===== config.mk =====
export PLATFORM = sky130hd
export DESIGN_NAME = sps_slave
export DESIGN_NICKNAME = d
export VERILOG_FILES = /design/src/verilog/sps_pkg.sv /design/src/verilog/sps_slave.sv /design/src/verilog/sps_regmem.sv
export VERILOG_INCLUDE_DIRS = /design/src /design/src/verilog
export SDC_FILE = /design/constraint.sdc
export NUM_CORES = 2
export LEC_CHECK = 0
export ABC_CLOCK_PERIOD_IN_PS = 4200
export BUFFER_PORTS_ARGS = -buffer_cell sky130_fd_sc_hd__buf_2
export CAP_MARGIN = 10
export CORE_UTILIZATION = 30
export CTS_CLUSTER_SIZE = 16
export DETAILED_ROUTE_END_ITERATION = 10
export GPL_TIMING_DRIVEN = 0
export PLACE_DENSITY_LB_ADDON = 0.1
export SYNTH_ARGS = -nofsm -noshare
export SYNTH_HDL_FRONTEND = slang
export SYNTH_HIERARCHICAL = 1
export SYNTH_SLANG_ARGS = --single-unit

===== constraint.sdc =====
create_clock -name ref_clk_i -period 4.2 [get_ports ref_clk_i]
set_clock_uncertainty 0.1 [all_clocks]
set_input_delay 0.84 -clock ref_clk_i [delete_from_list [all_inputs] [get_ports ref_clk_i]]
set_output_delay 0.84 -clock ref_clk_i [all_outputs]
set_load 0.01 [all_outputs]

===== src/verilog/sps_defines.svh =====
`ifndef SPS_DEFINES_SVH
`define SPS_DEFINES_SVH

// ==========================================================
// clock and timing
`define SPS_CLK_MHZ        200
`define SPS_POWERUP_MS     15
`define SPS_POWERUP_CYC    (`SPS_POWERUP_MS * 1000 * `SPS_CLK_MHZ)
`define SPS_CLKLOW_MS      30
`define SPS_CLKLOW_CYC     (`SPS_CLKLOW_MS * 1000 * `SPS_CLK_MHZ)
`define SPS_IDLE_US        200
`define SPS_IDLE_CYC       (`SPS_IDLE_US * `SPS_CLK_MHZ)
`define SPS_CNT_W          23

// ==========================================================
// byte framing
`define SPS_BITS_PER_BYTE  4'h8
`define SPS_PTR_RESET      8'h00
`define SPS_PTR_STEP       8'h01

// ==========================================================
// strapped slave addresses
`define SPS_SADDR_82K      7'h2C
`define SPS_SADDR_100K     7'h2B
`define SPS_SADDR_120K     7'h2A
`define SPS_SADDR_150K     7'h29
`define SPS_SADDR_VDD      7'h28
`define SPS_SADDR_NONE     7'h7F

`endif


===== src/verilog/sps_pkg.sv =====
package sps_pkg;

   // ==========================================================
   // slave states, gray coded along address, data, ack path
   typedef enum logic [2:0] {
      ST_IDLE     = 3'h0,
      ST_ADDR     = 3'h1,
      ST_ADDR_ACK = 3'h3,
      ST_RX       = 3'h2,
      ST_RX_ACK   = 3'h6,
      ST_TX       = 3'h7,
      ST_TX_ACK   = 3'h5,
      ST_IGNORE   = 3'h4
   } sps_state_type;

   // ==========================================================
   // strap resistor decode, as delivered by the strap comparator
   typedef enum logic [2:0] {
      STRAP_GND  = 3'h0,
      STRAP_56K  = 3'h1,
      STRAP_68K  = 3'h2,
      STRAP_82K  = 3'h3,
      STRAP_100K = 3'h4,
      STRAP_120K = 3'h5,
      STRAP_150K = 3'h6,
      STRAP_VDD  = 3'h7
   } sps_strap_type;

   typedef enum logic [1:0] {
      PROTO_SPI4    = 2'h0,
      PROTO_SPI3    = 2'h1,
      PROTO_RSVD    = 2'h2,
      PROTO_TWOWIRE = 2'h3
   } sps_proto_type;

endpackage


===== src/verilog/sps_slave.sv =====
`timescale 1ns/1ps
`include "sps_defines.svh"

// Behaviour
// strap decode picks SPI 4-wire, SPI 3-wire, reserved or two-wire port.
// two-wire slave address follows the strap, 0x2C down to 0x28.
// serial chip-select input is ignored in two-wire mode.
// bus traffic is ignored for 15 ms after power-up.
// the clock line is never driven; master stretching is tolerated.
// start is data falling while clock high, repeated start included.
// first byte is 7-bit address plus direction, 1 means read.
// bytes are eight bits, most significant bit first, both ways.
// every received byte is acknowledged in the ninth clock slot.
// host acks each read byte except the last, which it nacks.
// stop while clock high returns the slave to idle.
// with timeout enabled, clock low for 30 ms resets the port.
// with timeout enabled, bus idle over 200 us resets the slave.
// serial clock from 10 kHz to 400 kHz is supported.
// block transfers carry no count byte, any length either way.
// write byte stores data at the register address before stop.
// read byte keeps pointer across repeated start and returns data.
// a lone written byte only loads the pointer.
// read without address phase returns register at current pointer.
// pointer-only forms are not relied on during deep sleep.
// block write stores at pointer then increments, wrapping to 00h.
// block read returns consecutive registers until host nacks.
// unmatched address is not acknowledged; rest of frame ignored.
// outside two-wire mode the data line is never driven.
module sps_slave
   import sps_pkg::*;
#(
   parameter int unsigned POWERUP_CYC = `SPS_POWERUP_CYC,
   parameter int unsigned CLKLOW_CYC  = `SPS_CLKLOW_CYC,
   parameter int unsigned IDLE_CYC    = `SPS_IDLE_CYC
) (
   // clock and reset
   input  wire logic       ref_clk_i,
   input  wire logic       rstn_i,
   // strap and configuration
   input  wire logic [2:0] protocol_strap_input_i,
   input  wire logic       timeout_en_i,
   input  wire logic       deepest_sleep_flag_i,
   input  wire logic       spi_cs_n_i,
   // two-wire bus pins
   input  wire logic       twowire_clock_pin_i,
   input  wire logic       sda_i,
   output logic            sda_o,
   output logic            sda_oe_o,
   // status
   output logic [1:0]      proto_sel_o,
   output logic            ready_o,
   output logic            busy_o,
   output logic [7:0]      ptr_o,
   // register write notification
   output logic            reg_wr_o,
   output logic [7:0]      reg_waddr_o,
   output logic [7:0]      reg_wdata_o
);

   // ==========================================================
   // decode functions
   function automatic sps_proto_type proto_of(input logic [2:0] s);
      case (sps_strap_type'(s))
         STRAP_GND: proto_of = PROTO_SPI4;
         STRAP_56K: proto_of = PROTO_SPI3;
         STRAP_68K: proto_of = PROTO_RSVD;
         default:   proto_of = PROTO_TWOWIRE;
      endcase
   endfunction

   function automatic logic [6:0] addr_of(input logic [2:0] s);
      case (sps_strap_type'(s))
         STRAP_82K:  addr_of = `SPS_SADDR_82K;
         STRAP_100K: addr_of = `SPS_SADDR_100K;
         STRAP_120K: addr_of = `SPS_SADDR_120K;
         STRAP_150K: addr_of = `SPS_SADDR_150K;
         STRAP_VDD:  addr_of = `SPS_SADDR_VDD;
         default:    addr_of = `SPS_SADDR_NONE;
      endcase
   endfunction

   // ==========================================================
   // reset release and pin synchronisers
   logic [1:0] rst_sync_q;
   logic       rst_n;
   logic [1:0] scl_sync_q;
   logic [1:0] sda_sync_q;
   logic [2:0] strap_s1_q;
   logic [2:0] strap_s2_q;
   logic       scl_p_q;
   logic       sda_p_q;

   always_ff @(posedge ref_clk_i or negedge rstn_i) begin
      if (!rstn_i) begin
         rst_sync_q <= 2'h0;
      end else begin
         rst_sync_q <= {rst_sync_q[0], 1'b1};
      end
   end
   assign rst_n = rst_sync_q[1];

   always_ff @(posedge ref_clk_i or negedge rst_n) begin
      if (!rst_n) begin
         scl_sync_q <= 2'h3;
         sda_sync_q <= 2'h3;
         strap_s1_q <= 3'h0;
         strap_s2_q <= 3'h0;
         scl_p_q    <= 1'b1;
         sda_p_q    <= 1'b1;
      end else begin
         scl_sync_q <= {scl_sync_q[0], twowire_clock_pin_i};
         sda_sync_q <= {sda_sync_q[0], sda_i};
         strap_s1_q <= protocol_strap_input_i;
         strap_s2_q <= strap_s1_q;
         scl_p_q    <= scl_sync_q[1];
         sda_p_q    <= sda_sync_q[1];
      end
   end

   // ==========================================================
   // strap capture shortly after reset release, during the power-up hold-off
   logic [2:0]           strap_q;
   logic                 strap_vld_q;
   logic [1:0]           proto_q;
   logic                 ready_q;
   logic [`SPS_CNT_W-1:0] pwr_cnt_q;
   logic                 pwr_done;

   assign pwr_done = pwr_cnt_q == `SPS_CNT_W'(POWERUP_CYC - 1);

   // capture waits two edges so the strap synchroniser has settled
   always_ff @(posedge ref_clk_i or negedge rst_n) begin
      if (!rst_n) begin
         strap_q     <= 3'h0;
         strap_vld_q <= 1'b0;
         proto_q     <= PROTO_RSVD;
         pwr_cnt_q   <= '0;
         ready_q     <= 1'b0;
      end else begin
         if (!strap_vld_q && pwr_cnt_q[1]) begin
            strap_q     <= strap_s2_q;
            strap_vld_q <= 1'b1;
            proto_q     <= proto_of(strap_s2_q);
         end
         if (!ready_q) begin
            pwr_cnt_q <= pwr_cnt_q + `SPS_CNT_W'(1);
            ready_q   <= pwr_done;
         end
      end
   end

   // ==========================================================
   // bus events
   logic       scl_s;
   logic       sda_s;
   logic       twowire_sel;
   logic       scl_rise;
   logic       scl_fall;
   logic       start_det;
   logic       stop_det;
   logic [6:0] my_addr;

   assign scl_s       = scl_sync_q[1];
   assign sda_s       = sda_sync_q[1];
   // chip-select pin plays no part in two-wire operation
   assign twowire_sel = strap_vld_q && (proto_q == PROTO_TWOWIRE);
   assign my_addr     = addr_of(strap_q);
   assign scl_rise    = scl_s && !scl_p_q;
   assign scl_fall    = !scl_s && scl_p_q;
   assign start_det   = scl_s && scl_p_q && sda_p_q && !sda_s;
   assign stop_det    = scl_s && scl_p_q && !sda_p_q && sda_s;

   // ==========================================================
   // timeout counters
   logic [`SPS_CNT_W-1:0] low_cnt_q;
   logic [`SPS_CNT_W-1:0] idle_cnt_q;
   logic                 clklow_hit;
   logic                 idle_hit;

   assign clklow_hit = timeout_en_i &&
                       low_cnt_q == `SPS_CNT_W'(CLKLOW_CYC - 1);
   // idle must exceed the limit, hence compare at the full count
   assign idle_hit   = timeout_en_i &&
                       idle_cnt_q == `SPS_CNT_W'(IDLE_CYC);

   always_ff @(posedge ref_clk_i or negedge rst_n) begin
      if (!rst_n) begin
         low_cnt_q  <= '0;
         idle_cnt_q <= '0;
      end else begin
         if (!timeout_en_i || scl_s || clklow_hit) begin
            low_cnt_q <= '0;
         end else begin
            low_cnt_q <= low_cnt_q + `SPS_CNT_W'(1);
         end
         if (!timeout_en_i || !(scl_s && sda_s) || idle_hit) begin
            idle_cnt_q <= '0;
         end else begin
            idle_cnt_q <= idle_cnt_q + `SPS_CNT_W'(1);
         end
      end
   end

   // ==========================================================
   // slave state machine
   sps_state_type state_q;
   sps_state_type state_d;
   logic [3:0]    bitcnt_q;
   logic [3:0]    bitcnt_d;
   logic [7:0]    shift_q;
   logic [7:0]    shift_d;
   logic [7:0]    txsh_q;
   logic [7:0]    txsh_d;
   logic [7:0]    ptr_q;
   logic [7:0]    ptr_d;
   logic          drive_q;
   logic          drive_d;
   logic          rw_q;
   logic          rw_d;
   logic          first_q;
   logic          first_d;
   logic          ack_q;
   logic          ack_d;
   logic          mem_we;
   logic [7:0]    rdata;
   logic          abort;
   logic          byte_done;
   logic          addr_match;

   assign abort      = stop_det || clklow_hit || idle_hit ||
                       !twowire_sel || !ready_q;
   assign byte_done  = scl_fall && (bitcnt_q == `SPS_BITS_PER_BYTE);
   assign addr_match = shift_q[7:1] == my_addr;

   // deep sleep has no effect here; pointer forms stay best effort
   always_comb begin
      state_d  = state_q;
      bitcnt_d = bitcnt_q;
      shift_d  = shift_q;
      txsh_d   = txsh_q;
      ptr_d    = ptr_q;
      drive_d  = drive_q;
      rw_d     = rw_q;
      first_d  = first_q;
      ack_d    = ack_q;
      mem_we   = 1'b0;
      if (abort) begin
         state_d = ST_IDLE;
         drive_d = 1'b0;
      end else if (start_det) begin
         state_d  = ST_ADDR;
         bitcnt_d = 4'h0;
         drive_d  = 1'b0;
         first_d  = 1'b1;
      end else begin
         case (state_q)
            ST_ADDR, ST_RX: begin
               if (scl_rise) begin
                  shift_d  = {shift_q[6:0], sda_s};
                  bitcnt_d = bitcnt_q + 4'h1;
               end else if (byte_done) begin
                  bitcnt_d = 4'h0;
                  if (state_q == ST_ADDR) begin
                     if (addr_match) begin
                        state_d = ST_ADDR_ACK;
                        drive_d = 1'b1;
                        rw_d    = shift_q[0];
                     end else begin
                        state_d = ST_IGNORE;
                     end
                  end else begin
                     state_d = ST_RX_ACK;
                     drive_d = 1'b1;
                     first_d = 1'b0;
                     if (first_q) begin
                        ptr_d = shift_q;
                     end else begin
                        mem_we = 1'b1;
                        ptr_d  = ptr_q + `SPS_PTR_STEP;
                     end
                  end
               end
            end
            ST_ADDR_ACK: begin
               if (scl_fall) begin
                  if (rw_q) begin
                     // pointer kept from earlier phase or frame
                     state_d  = ST_TX;
                     txsh_d   = rdata;
                     drive_d  = !rdata[7];
                     bitcnt_d = 4'h1;
                  end else begin
                     state_d  = ST_RX;
                     drive_d  = 1'b0;
                     bitcnt_d = 4'h0;
                  end
               end
            end
            ST_RX_ACK: begin
               if (scl_fall) begin
                  state_d  = ST_RX;
                  drive_d  = 1'b0;
                  bitcnt_d = 4'h0;
               end
            end
            ST_TX: begin
               if (scl_fall) begin
                  if (bitcnt_q == `SPS_BITS_PER_BYTE) begin
                     state_d = ST_TX_ACK;
                     drive_d = 1'b0;
                     ptr_d   = ptr_q + `SPS_PTR_STEP;
                  end else begin
                     txsh_d   = {txsh_q[6:0], 1'b0};
                     drive_d  = !txsh_q[6];
                     bitcnt_d = bitcnt_q + 4'h1;
                  end
               end
            end
            ST_TX_ACK: begin
               if (scl_rise) begin
                  ack_d = !sda_s;
               end else if (scl_fall) begin
                  if (ack_q) begin
                     state_d  = ST_TX;
                     txsh_d   = rdata;
                     drive_d  = !rdata[7];
                     bitcnt_d = 4'h1;
                  end else begin
                     state_d = ST_IGNORE;
                  end
               end
            end
            default: begin
               state_d = state_q;
            end
         endcase
      end
   end

   always_ff @(posedge ref_clk_i or negedge rst_n) begin
      if (!rst_n) begin
         state_q  <= ST_IDLE;
         bitcnt_q <= 4'h0;
         shift_q  <= 8'h00;
         txsh_q   <= 8'h00;
         ptr_q    <= `SPS_PTR_RESET;
         drive_q  <= 1'b0;
         rw_q     <= 1'b0;
         first_q  <= 1'b0;
         ack_q    <= 1'b0;
      end else begin
         state_q  <= state_d;
         bitcnt_q <= bitcnt_d;
         shift_q  <= shift_d;
         txsh_q   <= txsh_d;
         ptr_q    <= ptr_d;
         drive_q  <= drive_d;
         rw_q     <= rw_d;
         first_q  <= first_d;
         ack_q    <= ack_d;
      end
   end

   // ==========================================================
   // register space and write notification
   logic       wr_q;
   logic [7:0] waddr_q;
   logic [7:0] wdata_q;

   sps_regmem u_regmem (
      .clk_i   (ref_clk_i),
      .we_i    (mem_we),
      .waddr_i (ptr_q),
      .wdata_i (shift_q),
      .raddr_i (ptr_q),
      .rdata_o (rdata)
   );

   always_ff @(posedge ref_clk_i or negedge rst_n) begin
      if (!rst_n) begin
         wr_q    <= 1'b0;
         waddr_q <= 8'h00;
         wdata_q <= 8'h00;
      end else begin
         wr_q    <= mem_we;
         waddr_q <= ptr_q;
         wdata_q <= shift_q;
      end
   end

   // ==========================================================
   // outputs; open drain, so only a low is ever driven, never clock
   assign sda_o       = 1'b0;
   assign sda_oe_o    = drive_q;
   assign proto_sel_o = proto_q;
   assign ready_o     = ready_q;
   assign busy_o      = state_q != ST_IDLE;
   assign ptr_o       = ptr_q;
   assign reg_wr_o    = wr_q;
   assign reg_waddr_o = waddr_q;
   assign reg_wdata_o = wdata_q;
endmodule


===== src/verilog/sps_regmem.sv =====
`timescale 1ns/1ps

module sps_regmem (
   // clock
   input  wire logic       clk_i,
   // write port
   input  wire logic       we_i,
   input  wire logic [7:0] waddr_i,
   input  wire logic [7:0] wdata_i,
   // read port
   input  wire logic [7:0] raddr_i,
   output logic      [7:0] rdata_o
);

   logic [7:0] mem [0:255];

   // no reset on the array; contents are undefined until written
   always_ff @(posedge clk_i) begin
      if (we_i) begin
         mem[waddr_i] <= wdata_i;
      end
   end

   always_ff @(posedge clk_i) begin
      rdata_o <= mem[raddr_i];
   end

endmodule


==> results.sh <==
export IMPL_outcome="finished, violations left"
export IMPL_violations="negative setup slack"
export IMPL_finalCritPeriodShare=1.03
export IMPL_cts_root_buf="clkbuf_16"
export IMPL_synth_xor_area_frac=0.00641
export IMPL_cp_required_ns=4.82
export IMPL_finalCriticalPeriod_ns=4.31
export IMPL_slew_viol_final=0
export IMPL_highest_layer="met5"
export IMPL_hold_path_class="reg -> async"
export IMPL_netlist_instances=4338
export IMPL_dp_hpwl_um=207000
export IMPL_synth_compound_gate_area_share=0.0373
export IMPL_async_flop_share=0.0642
export IMPL_synth_edff_count=2048
export IMPL_cts_sinks=2197
export IMPL_synth_area_sq_um=86100
export IMPL_die_w_um=538
export IMPL_p_per_area_nw_per_um2=429
export IMPL_grt_first_pass_wirelength_um=410000
export IMPL_antenna_found_initial=22
export IMPL_cts_tree="yes"
export IMPL_gp_congestion=0.868
export IMPL_h_tree_depth=4
export IMPL_cp_end_kind="register"
export IMPL_path_clk_slew_ns=0.06
export IMPL_ys_top_cells_by_area="edfxtp_1 71%, mux4_2 12%, dfrtp_1 3.9%, mux2i_1 1.6%, nor2_1 1.6%"
export IMPL_path_max_fanout=10
export IMPL_grt_pass1_vias=46000
export IMPL_p_leak_nw=37.0
export IMPL_finalSetupViolations=10
export IMPL_synth_main_ff_cell="edfxtp_1"
export IMPL_tns_ns=-0.408
export IMPL_synthTopCellsByCount="2048 x edfxtp_1, 454 x mux4_2, 358 x nor2_1, 140 x mux2i_1, 134 x dfrtp_1"
export IMPL_synth_fp_nets=4355
export IMPL_io_buffers=37
export IMPL_cts_buffers=245
export IMPL_wl_per_cell_um=35.1
export IMPL_clk_latency_ns=0.92
export IMPL_ant_nets=0
export IMPL_ios=41
export IMPL_areaGrowthSynthToFinish_pct=20.9
export IMPL_drive_above_1_share=0.312
export IMPL_synth_area_per_cell_sq_um=19.8
export IMPL_worst_slack_ns=-0.110
export IMPL_synth_cell_types=88
export IMPL_nets=4789
export IMPL_yosys_warnings=6
export IMPL_rr_worst_depth=8
export IMPL_yosys_area_share_simple=0.0394
export IMPL_synth_top_family_by_area="multiplexers"
export IMPL_synth_top_cell_by_area="edfxtp_1"
export IMPL_ys_ff_latch=2197
export IMPL_fmax_ghz=0.232
export IMPL_wl_met2_um=143000
export IMPL_dieArea_sq_um=289000
export IMPL_worstPathArrival_ns=4.93
export IMPL_hold_viol=0
export IMPL_vias=46100
export IMPL_setup_worst_path_start_class="register"
export IMPL_crit_type="reg -> reg"
export IMPL_ys_seq_area_frac=0.757
export IMPL_wl_met3_um=21700
export IMPL_synth_mux_area_frac=0.140
export IMPL_die_y_um=538
export IMPL_fin_hold_ws_ns=0.160
export IMPL_drtIter0Drc=4738
export IMPL_tightest_slew_ns=1.38
export IMPL_overflow=0
export IMPL_clk_path_buf_depth=4
export IMPL_drt_pass1_iterations=8
export IMPL_start_util=0.302
export IMPL_core_sq_um=285000
export IMPL_cap_viol_max_count=0
export IMPL_via_per_inst=5.27
export IMPL_peakVddDrop_v=0.000333
export IMPL_slew_headroom=0.0816
export IMPL_nFillCells=26300
export IMPL_wl_um=307000
export IMPL_synth_top_area_share=0.714
export IMPL_grt_usage=0.211
export IMPL_synthAdderAreaFrac=0.00102
export IMPL_synth_most_common_cell="edfxtp_1"
export IMPL_fin_util=0.365
export IMPL_dpl_worst_slack_ns=-2.30
export IMPL_wl_met1_um=134000
export IMPL_drc=0
export IMPL_rows=196
export IMPL_grt_max_degree=81
export IMPL_grt_setup_unrepaired="yes"
==> per-stage QoR <==
| step | total power [mW] | instance area, sq um | std cells |
|---|---|---|---|
| after floorplan | 24.1 | 86100 | 4338 |
| after global placement | 24.1 | 91000 | 8137 |
| after detailed placement | 24.1 | 92300 | 8195 |
| after CTS | 45.1 | 102000 | 8682 |
| after global routing | 45.8 | 104000 | 8735 |
| final | 44.6 | 104000 | 8738 |
==> registers in the layout, summed over array words and instances (netlist names), 2 cells and up <==
signal and count:
u_regmem/mem 2048, idle_cnt_q 23, low_cnt_q 23, pwr_cnt_q 23
ptr_o 8, reg_waddr_o 8, reg_wdata_o 8, shift_q 8
u_regmem/rdata_o 8, txsh_q 7, bitcnt_q 4, state_q 3
strap_q 3, strap_s1_q 3, strap_s2_q 3, proto_sel_o 2
rst_sync_q 2, scl_sync_q 2, sda_sync_q 2
==> final timing paths <==
kind	slack [ns]	startpoint	to
max in group asynchronous	3.15	rst_sync_q[1]	shift_q[0]
max	-0.11	ptr_o[3]	u_regmem/rdata_o[4]
min	0.16	rst_sync_q[1]	pwr_cnt_q[1]
min reg2reg	0.16	rst_sync_q[1]	pwr_cnt_q[1]
max reg2reg	-0.11	ptr_o[3]	u_regmem/rdata_o[4]
min in group ref_clk_i	0.25	rst_sync_q[0]	rst_sync_q[1]
==> worst max-delay path, stage by stage (launching register included) <==
cell and delay (ns):
dfrtp_2 0.59, buf_2 0.52, nor2b_1 0.19, clkdlybuf4s15_2 0.50, buf_2 0.56, a22oi_1 0.21, a21oi_1 0.52, nor4_4 0.19
nor4_4 0.69
==> cell usage in the layout (no fill, tap or decap), types with 13 or more instances in the layout <==
cell / instances
buf_4: 71
buf_12: 78
a22oi_1: 133
nor2_1: 124
mux4_2: 454
nand4_1: 27
clkinv_2: 44
buf_2: 72
mux2i_1: 140
nand2b_1: 16
clkbuf_1: 98
o22ai_1: 32
inv_1: 19
nand3_1: 55
nor2_2: 57
edfxtp_1: 2048
a21oi_1: 106
xor2_1: 28
xnor2_1: 35
bufinv_16: 22
nor2b_1: 32
clkbuf_2: 44
nor4_4: 15
clkinv_1: 71
o21ai_0: 32
nand2_1: 81
nor3_1: 20
nor2_4: 177
clkbuf_16: 250
dfrtp_1: 119
buf_16: 32
a211oi_1: 16
and3_1: 13
o221ai_1: 38
buf_6: 31
buf_8: 28
mux2_4: 14
==> area by class of cell <==
| cell class | count | area, sq um | area share |
|---|---|---|---|
| antenna | 4 | 10.0 | 0.0000962 |
| inverter | 20 | 76.3 | 0.000733 |
| timing repair buffer | 189 | 2940 | 0.0282 |
| buffer | 250 | 1940 | 0.0186 |
| tap | 3762 | 4710 | 0.0452 |
| clock buffer | 298 | 6380 | 0.0613 |
| sequential | 2197 | 65200 | 0.627 |
| clock inverter | 149 | 1280 | 0.0123 |
| multi-input combinational | 1869 | 21500 | 0.206 |
==> timing repair <==
| item | 4_1_cts | 5_1_grt |
|---|---|---|
| hold endpoints to repair | 7 | 0 |
| gates resized for setup | 547 | 150 |
| setup buffers | 35 | 48 |
| hold buffers | 6 | 0 |
| pin swaps | 35 | 66 |
| endpoints found under the setup margin | 2056 | 1717 |
==> power by group <==
part,total (mW),internal (mW),switching (mW)
Clock,20.9,12.1,8.88
Combinational,0.0595,0.0201,0.0393
Sequential,23.6,23.6,0.0170
==> routing by layer <==
layer | GRT usage | vias to the layer above
li1 | - | 18800
met1 | 0.295 | 25300
met2 | 0.333 | 1647
met3 | 0.0437 | 363
met4 | 0.0545 | 2
met5 | 0 | -
==> logic make-up (layout without fill, tap and decap cells) <==
| logic type | count (synthesis) | after routing |
|---|---|---|
| adder cells (fa/ha/maj) | 7 | 7 |
| buffers and inverters | 272 | 906 |
| AO/OA/AOI/OAI | 457 | 457 |
| multiplexers | 622 | 622 |
| other | 2 | 6 |
| XOR/XNOR | 63 | 63 |
| flip-flops | 2197 | 2197 |
| AND/OR/NAND/NOR | 718 | 718 |
No activity file was read; power rests on OpenSTA's default activity.
